**src/flash_host_pkg.sv**
```systemverilog
// package of constants and carriers for the nand flash host controller
`default_nettype none
package flash_host_pkg;
  localparam int BUS_W = 8;
  localparam int BLOCKS = 1024;
  localparam int PAGES_PER_BLOCK = 64;
  localparam int MAIN_BYTES = 2048;
  localparam int SPARE_BYTES = 64;
  localparam int PAGE_BYTES = MAIN_BYTES + SPARE_BYTES;
  localparam int ADDR_CYCLES = 4;
  localparam int COL_BITS = 12;
  localparam int ROW_BITS = 16;
  localparam logic [3:0] COL_HI_MASK = 4'hf;
  // strobe timing
  localparam int CLK_PERIOD_PS = 5000;
  localparam int RD_CYCLE_NS = 25;
  localparam int RD_CYCLE_CLKS_RAW = (RD_CYCLE_NS * 1000 + CLK_PERIOD_PS - 1) / CLK_PERIOD_PS;
  localparam int PHASE_CLKS = (RD_CYCLE_CLKS_RAW + 1) / 2;
  localparam int PHASE_W = 4;
  localparam logic [PHASE_W-1:0] PHASE_LAST = PHASE_W'(PHASE_CLKS - 1);
  localparam logic [PHASE_W-1:0] PHASE_ZERO = 4'h0;
  localparam int ECC_SPAN_BYTES = 528;
  localparam logic [1:0] KIND_CMD = 2'h0;
  localparam logic [1:0] KIND_ADDR = 2'h1;
  localparam logic [1:0] KIND_WDATA = 2'h2;
  localparam logic [1:0] KIND_RDATA = 2'h3;

  typedef struct packed {
    logic [1:0] kind;
    logic [BUS_W-1:0] data;
  } xfer_req_s;

  typedef struct packed {
    logic chip_sel_n;
    logic cmd_latch;
    logic addr_latch;
    logic write_strobe_n;
    logic read_strobe_n;
    logic write_prot_n;
  } flash_ctl_s;
endpackage : flash_host_pkg
`default_nettype wire

```
**src/strobe_timer.sv**
```systemverilog
// phase counter that paces each strobe half cycle
`default_nettype none
module strobe_timer
  import flash_host_pkg::*;
#(
  parameter logic [PHASE_W-1:0] LAST = PHASE_LAST
) (
  input wire logic clk_sys,
  input wire logic rst_b,
  input wire logic clk_en,
  input wire logic start,
  output logic done
);
  logic [PHASE_W-1:0] count_reg;
  logic run_reg;

  // counts LAST+1 cycles after start, done is a one-cycle pulse
  always_ff @(posedge clk_sys or negedge rst_b) begin
    if (!rst_b) begin
      count_reg <= PHASE_ZERO;
      run_reg <= 1'b0;
    end else if (clk_en) begin
      if (start) begin
        count_reg <= PHASE_ZERO;
        run_reg <= 1'b1;
      end else if (run_reg && count_reg == LAST) begin
        run_reg <= 1'b0;
      end else if (run_reg) begin
        count_reg <= count_reg + 1'b1;
      end
    end
  end

  // done ignores start, so the sequencer's restart path stays free of a combinational loop
  assign done = run_reg && (count_reg == LAST);
endmodule : strobe_timer
`default_nettype wire

```
**src/flash_host.sv**
```systemverilog
// host-side pin sequencer for an 8-bit multiplexed nand flash
`default_nettype none
module flash_host
  import flash_host_pkg::*;
(
  input wire logic clk_sys,
  input wire logic rst_b,
  input wire logic clk_en,
  input wire xfer_req_s req,
  input wire logic req_valid,
  output logic req_ready,
  input wire logic write_prot_req_n,
  input wire logic hold_select,
  output logic [BUS_W-1:0] rd_data,
  output logic rd_valid,
  output logic dev_ready,
  output flash_ctl_s ctl,
  input wire logic [BUS_W-1:0] io_in,
  output logic [BUS_W-1:0] io_out,
  output logic io_oe,
  input wire logic ready_busy_n,
  output logic ready_busy_oe
);
  typedef enum logic [1:0] {
    ST_IDLE = 2'b00,
    ST_SETUP = 2'b01,
    ST_STROBE = 2'b11,
    ST_HOLD = 2'b10
  } seq_e;

  seq_e state_reg;
  xfer_req_s cur_reg;
  logic timer_start;
  logic timer_done;
  logic take;
  logic rb_q_reg;
  logic sel_n_reg;

  // host never pulls ready/busy; pull-up lives on the board
  assign ready_busy_oe = 1'b0;

  strobe_timer #(.LAST(PHASE_LAST)) u_timer (
    .clk_sys(clk_sys),
    .rst_b(rst_b),
    .clk_en(clk_en),
    .start(timer_start),
    .done(timer_done)
  );

  // requests taken only from idle so strobes never overlap
  assign req_ready = (state_reg == ST_IDLE);
  assign take = req_ready && req_valid;
  assign timer_start = take || (timer_done && state_reg != ST_HOLD);

  // sequencer: select, strobe low phase, strobe high hold phase
  always_ff @(posedge clk_sys or negedge rst_b) begin
    if (!rst_b) begin
      state_reg <= ST_IDLE;
    end else if (clk_en) begin
      unique case (state_reg)
        ST_IDLE: begin
          if (take) begin
            state_reg <= ST_SETUP;
          end
        end
        ST_SETUP: begin
          if (timer_done) begin
            state_reg <= ST_STROBE;
          end
        end
        ST_STROBE: begin
          if (timer_done) begin
            state_reg <= ST_HOLD;
          end
        end
        ST_HOLD: begin
          if (timer_done) begin
            state_reg <= ST_IDLE;
          end
        end
      endcase
    end
  end

  // captured request stays stable through the whole strobe
  always_ff @(posedge clk_sys or negedge rst_b) begin
    if (!rst_b) begin
      cur_reg <= '0;
    end else if (clk_en && take) begin
      cur_reg <= req;
    end
  end

  // chip select falls on take, before any strobe edge
  always_ff @(posedge clk_sys or negedge rst_b) begin
    if (!rst_b) begin
      sel_n_reg <= 1'b1;
    end else if (clk_en) begin
      if (take) begin
        sel_n_reg <= 1'b0;
      end else if (state_reg == ST_IDLE && !hold_select) begin
        sel_n_reg <= 1'b1;
      end
    end
  end

  // pin drive: only one latch enable ever, host bus released on reads
  always_comb begin
    ctl.chip_sel_n = sel_n_reg;
    ctl.cmd_latch = (state_reg != ST_IDLE) && (cur_reg.kind == KIND_CMD);
    ctl.addr_latch = (state_reg != ST_IDLE) && (cur_reg.kind == KIND_ADDR);
    ctl.write_strobe_n = !((state_reg == ST_STROBE) && (cur_reg.kind != KIND_RDATA));
    ctl.read_strobe_n = !((state_reg == ST_STROBE) && (cur_reg.kind == KIND_RDATA));
    ctl.write_prot_n = write_prot_req_n;
  end

  // bus driven for writes only, so the device may drive during reads
  assign io_oe = (state_reg != ST_IDLE) && (cur_reg.kind != KIND_RDATA);
  assign io_out = cur_reg.data;

  // read byte sampled just before read strobe rises
  // bytes pass uncorrected: user logic must correct one bit per ECC_SPAN_BYTES span
  always_ff @(posedge clk_sys or negedge rst_b) begin
    if (!rst_b) begin
      rd_data <= '0;
      rd_valid <= 1'b0;
    end else if (clk_en) begin
      rd_valid <= 1'b0;
      if (state_reg == ST_STROBE && timer_done && cur_reg.kind == KIND_RDATA) begin
        rd_data <= io_in;
        rd_valid <= 1'b1;
      end
    end
  end

  // busy level registered; pin assumed synchronous
  always_ff @(posedge clk_sys or negedge rst_b) begin
    if (!rst_b) begin
      rb_q_reg <= 1'b0;
    end else if (clk_en) begin
      rb_q_reg <= ready_busy_n;
    end
  end
  assign dev_ready = rb_q_reg;

  // select and latch qualifiers around every strobe
  // pins are only seen at clock edges, so sub-cycle setup is not checked here
  one_latch_a: assert property (@(posedge clk_sys) disable iff (!rst_b)
    !(ctl.cmd_latch && ctl.addr_latch))
    else $error("both latch enables high");
  sel_before_we_a: assert property (@(posedge clk_sys) disable iff (!rst_b)
    $fell(ctl.write_strobe_n) |-> !ctl.chip_sel_n && !$past(ctl.chip_sel_n))
    else $error("write strobe without prior select");
  strobe_sel_a: assert property (@(posedge clk_sys) disable iff (!rst_b)
    (!ctl.write_strobe_n || !ctl.read_strobe_n) |-> !ctl.chip_sel_n)
    else $error("strobe low while deselected");
  latch_stable_a: assert property (@(posedge clk_sys) disable iff (!rst_b)
    (clk_en && $rose(ctl.write_strobe_n)) |->
    $stable(ctl.cmd_latch) && $stable(ctl.addr_latch))
    else $error("latch enable moved at strobe rise");
  addr_latch_we_a: assert property (@(posedge clk_sys) disable iff (!rst_b)
    !ctl.write_strobe_n && cur_reg.kind == KIND_ADDR |-> ctl.addr_latch && !ctl.cmd_latch)
    else $error("address strobe without latch");

  // write side: bus driven by the host and held across the strobe
  data_hold_a: assert property (@(posedge clk_sys) disable iff (!rst_b)
    (clk_en && $rose(ctl.write_strobe_n)) |-> io_oe && $stable(io_out))
    else $error("bus changed at write strobe rise");
  write_drive_a: assert property (@(posedge clk_sys) disable iff (!rst_b)
    !ctl.write_strobe_n |-> io_oe)
    else $error("write strobe with bus released");
  write_low_len_a: assert property (@(posedge clk_sys) disable iff (!rst_b)
    (clk_en && $fell(ctl.write_strobe_n)) |-> !ctl.write_strobe_n [*2])
    else $error("write strobe low too short");
  one_strobe_a: assert property (@(posedge clk_sys) disable iff (!rst_b)
    !(!ctl.write_strobe_n && !ctl.read_strobe_n))
    else $error("both strobes low");

  // read side: bus released, strobe width, capture pulse
  no_drive_read_a: assert property (@(posedge clk_sys) disable iff (!rst_b)
    !ctl.read_strobe_n |-> !io_oe)
    else $error("host drives bus during read");
  read_low_len_a: assert property (@(posedge clk_sys) disable iff (!rst_b)
    (clk_en && $fell(ctl.read_strobe_n)) |-> !ctl.read_strobe_n [*2])
    else $error("read strobe low too short");
  read_capture_a: assert property (@(posedge clk_sys) disable iff (!rst_b)
    (clk_en && $rose(ctl.read_strobe_n)) |-> rd_valid)
    else $error("read byte not captured");
  read_pulse_a: assert property (@(posedge clk_sys) disable iff (!rst_b)
    (clk_en && rd_valid) |=> !rd_valid)
    else $error("read valid longer than one cycle");

  // handshake and device status
  take_ready_a: assert property (@(posedge clk_sys) disable iff (!rst_b)
    (clk_en && req_valid && req_ready) |=> !req_ready)
    else $error("second request taken during transfer");
  ready_copy_a: assert property (@(posedge clk_sys) disable iff (!rst_b)
    clk_en |=> dev_ready == $past(ready_busy_n))
    else $error("ready flag does not follow pin");
  rb_float_a: assert property (@(posedge clk_sys) disable iff (!rst_b)
    !ready_busy_oe)
    else $error("host drove ready busy");
endmodule : flash_host
`default_nettype wire

```
**config.mk**
```make
export PLATFORM = sky130hd
export DESIGN_NAME = flash_host
export DESIGN_NICKNAME = d
export VERILOG_FILES = /design/src/flash_host_pkg.sv /design/src/strobe_timer.sv /design/src/flash_host.sv
export SDC_FILE = /design/constraint.sdc
export NUM_CORES = 1
export LEC_CHECK = 0
export ABC_AREA = 1
export BUFFER_PORTS_ARGS = -buffer_cell sky130_fd_sc_hd__buf_2
export CAP_MARGIN = 20
export CORE_MARGIN = 1
export CORE_UTILIZATION = 30
export CTS_CLUSTER_SIZE = 30
export DETAILED_ROUTE_END_ITERATION = 10
export REMOVE_ABC_BUFFERS = 1
export SLEW_MARGIN = 0
export SYNTH_ARGS = -nofsm -noshare
export SYNTH_HDL_FRONTEND = slang
export SYNTH_SLANG_ARGS = --single-unit
```
**constraint.sdc**
```tcl
create_clock -name clk_sys -period 1.8 [get_ports clk_sys]
set_input_delay 0.36 -clock clk_sys [delete_from_list [all_inputs] [get_ports clk_sys]]
set_output_delay 0.36 -clock clk_sys [all_outputs]
set_load 0.03 [all_outputs]
```
=== Yosys cells after proc, flatten, opt, wreduce, memory -nomap -nowiden ===
Index checks and enable logic that the tools add are counted.

* Bits in registers: 28
* Input bits: 25
* Output and inout port bits: 27

* $add $sub $neg: 1
* Eq/ne operators: 13
* Mux-type cells: 13
* Reductions and logical operators: 27

{| class="wikitable"
|+ Operator list
! operator !! count
|-
| logical AND 1 bit || 12
|-
| two-way mux 4 bit || 3
|-
| != test 2 bit, second input constant || 6
|-
| two-way mux 2 bit || 4
|-
| case mux 2 bit (4 select lines) || 1
|-
| nonzero test 2 bit || 4
|-
| equality test 2 bit, second input constant || 3
|-
| AND reduction 2 bit || 3
|-
| two-way mux 1 bit || 5
|-
| AND reduction 5 bit || 1
|-
| adder 4 x 1 -> 4 bit, second input constant || 1
|-
| equality test 2 x 1 -> 1 bit, second input constant || 2
|-
| equality test 4 x 2 -> 1 bit, second input constant || 1
|-
| zero test 2 bit || 2
|-
| zero test 1 bit || 3
|-
| AND reduction 3 bit || 1
|-
| != test 2 x 1 -> 1 bit, second input constant || 1
|-
| logical OR 1 bit || 1
|}

=== Depth between registers and ports, before layout ===
* Word-level depth: 6
* Mapped depth: 10

=== Modules after synthesis ===
Synthesis repeated with hierarchy kept, for this count alone.

* Cells, all modules: 166
* Area, all modules: 1473.9 µm²

{| class="wikitable"
|+ By module, submodules not included
! module !! instances !! cells each !! area each (µm²) !! seq. area each (µm²)
|-
| flash_host || 1 || 126 || 1158.6 || 576.8
|-
| strobe_timer || 1 || 40 || 315.3 || 125.1
|}

=== Least setup slack after synthesis ===
No wires, ideal clock.

* Path type: register -> output
* Start point: register state_reg[1]
* End point: output port ctl[3] in the netlist's numbering
* Data arrival time: 1.318 ns
* Setup slack: 0.122 ns
* Cell stages (with the launch flop): 3
* Path buffers: 0
* Cells stage by stage: dfrtp_1 nor2_4 nor3b_1

{| class="wikitable"
|+ RTL lines
! item !! RTL line !! RTL
|-
| from (decl) || flash_host.sv:31 || <nowiki>seq_e state_reg;</nowiki>
|-
| from (signal assigned) || flash_host.sv:58 || <nowiki>state_reg <= ST_IDLE;</nowiki>
|-
| from (signal assigned) || flash_host.sv:63 || <nowiki>state_reg <= ST_SETUP;</nowiki>
|-
| from (signal assigned) || flash_host.sv:68 || <nowiki>state_reg <= ST_STROBE;</nowiki>
|-
| to (decl) || flash_host.sv:17 || <nowiki>output flash_ctl_s ctl,</nowiki>
|}

==> flow_summary_export.csv <==
group,metric,value,unit
global_route,antenna_found_initial,0,
global_route,grt_overflow_total,0,
logic_synthesis,ys_types,26,
final_layout,drive_above_1_share,36.10,%
floorplanning,io_pins,52,
timing,hold_viol,0,
timing,skew,5.791,ps
floorplanning,rows,24,
timing,min_period,1616,ps
drt,routed_wl,2.558,mm
critical_path,end_kind,"output port",
critical_path,required,1440,ps
floorplanning,die-area,5077,um^2
placement,dp_hpwl,1.937,mm
drt,vias_per_cell,4.152,
logic_synthesis,yosysTopAreaCell,"dfrtp_1",
final_layout,syn_to_final_growth,17.83,%
global_route,grt_max_degree,29,
power,switching_share,44.47,%
power,peakVddDrop,0.8245,mV
critical_path,critPathArrivalTime,1260,ps
min_path,hold_path_class,"in -> async",
floorplanning,core_area,4474,um^2
logic_synthesis,yosysTopAreaCellShare,46.96,%
timing,fin_setup_tns,0,ps
global_route,grt_pass1_vias,994,
power,leakagePower,0.9662,nW
cts,clkSinkCount,28,
cts,clkSlewWorstSetupHoldPaths,90,ps
floorplanning,die_h,71.26,um
logic_synthesis,syn_inst,166,
drt,drt_iter0_drc,24,
placement,place_congestion,0.7982,
logic_synthesis,synth_area_leaders,"dfrtp_1, nand2_1, inv_1",
logic_synthesis,synth_warnings,0,
cts,ctsHoldBuffers,0,
logic_synthesis,avgSynthCellArea,8.668,um^2
power,p_clk_share,14.8,%
drt,ant_nets,0,
power,comb_power_share,43.2,%
timing,slew_headroom,59.73,%
cts,clkLatencyLatePin,270,ps
logic_synthesis,netlist_area,1439,um^2
flow_run,maxCapViolations,0,
logic_synthesis,yosysSeqAreaShare,48.78,%
final_layout,n_antenna_cell,0,
floorplanning,die_x,71.26,um
timing,finalSetupViolCount,0,
final_layout,final_common_cell,"buf_2",
timing,fmax,618.9,MHz
floorplanning,initial_utilization,32.16,%
cts,cts_made_buffers,3,
outcome,outcome,"finished with violations",
cts,htreeDepth,1,
timing,worst_slack,184.1,ps
placement,dp_slack,326.8,ps
placement,port_buffers,48,
timing,worst_pin_slew,604.0,ps
drt,vias,1067,
final_layout,stdcell_count,257,
cts,tritoncts,"built",
final_layout,stdcell_area,1695,um^2
final_layout,final_nets,233,
logic_synthesis,synth-seq-cells,28,
placement,placedCellCount,253,
cts,clockBufferDepth,2,
global_route,track_usage,10.96,%
drt,drc_errors,2,
cts,cts_resized,0,
power,p_seq_share,42.0,%
placement,placed_area,1650,um^2
critical_path,crit_fanout,8,
global_route,grt_first_pass_wirelength,4.436,mm
timing,finalCritPeriodShare,89.77,%
critical_path,crit_type,"reg -> out",
drt,wl_per_cell,9.953,um
cts,post_cts_buffers,0,
power,power.density,1339,nW/um^2
power,internal_power,0.001261,W
timing,report.final.slew_viol_count,0,
outcome,violations,"design-rule violations",
drt,first_pass_iters,7,
critical_path,start_kind,"flop",
final_layout,most-common-layout-cells,"buf_2, nand2_1, inv_1, dfrtp_1, o21ai_1",
power,power_switching,0.001009,W
timing,rsz0062_at_grt,"false",
cts,clockRootBuffer,"clkbuf_8",
==> critical path, stage by stage, from the launching register on <==
cell,delay (ps)
dfrtp_1,490
nor2_4,110
nor3b_1,170
buf_2,220
==> power groups by stage <==
stage	sequential [W]	combinational (W)	clock, W
5_1_grt	0.000979	0.00107	0.000379
6_report	0.000954	0.000980	0.000336
2_1_floorplan	0.00115	0.000508	0
3_3_place_gp	0.000961	0.000978	0
3_5_place_dp	0.000961	0.000992	0
4_1_cts	0.000954	0.000993	0.000359
==> stage by stage <==
stage	util, %	hold slack [ps]	total power (W)
global placement	36.88	419.4	0.001939
CTS	37.89	115.4	0.002306
global route	37.89	142.9	0.002432
detailed placement	36.88	421.8	0.001954
floorplan	-	64.41	0.001654
finish	37.89	90.76	0.002270
==> path summary, 6_finish.rpt <==
kind | startpoint | end | slack, ps | depth (start not counted)
setup reg to reg | u_timer.count_reg[0] | rd_data[5] | 330 | 9
min in group clk_sys | ready_busy_n | dev_ready | 310 | 2
setup / recovery | state_reg[1] | ctl[3] | 180 | 3
hold reg to reg | rd_data[0] | rd_data[0] | 490 | 2
max in group asynchronous | rst_b | u_timer.run_reg | 1310 | 1
hold / removal | rst_b | u_timer.count_reg[3] | 90 | 1
==> layout make-up <==
cell class                 instances  area (um^2)
sequential                        28        701.9
timing repair buffer              50        255.2
tap                               52        65.06
inverter                          28        105.1
multi-input combinational         95        523.0
fill                             470         2779
clock buffer                       4        45.04
==> synth_stat cells (all sizes together) <==
master / count
o21ai: 23
dfstp: 1
ha: 2
nor3: 1
inv: 28
a21oi: 1
mux2: 1
nor2: 5
nand2: 46
dfrtp: 27
conb: 1
xor2: 1
buf: 15
nand4: 4
nand3: 9
nor3b: 1
==> layer usage <==
layer  GRT usage [%]  vias up  routed length [um]
li1                -      581                   -
met1           15.46      457                1241
met2           17.14       25                1169
met3           1.688        4                 112
met4           4.000        0                  35
met5               0        -                   0
==> cells by family (layout without fill, tap and decap cells) <==
kind of cell,Yosys count,after routing,share of synthesized area (%)
AO/OA/AOI/OAI,24,24,10.43
adder cells (fa/ha/maj),2,2,1.739
AND/OR/NAND/NOR,66,66,22.52
other,1,1,0.2606
flip-flops,28,28,48.78
multiplexers,1,1,0.7826
buffers and inverters,43,82,14.87
XOR/XNOR,1,1,0.6088
(Power assumes the default switching activity.)
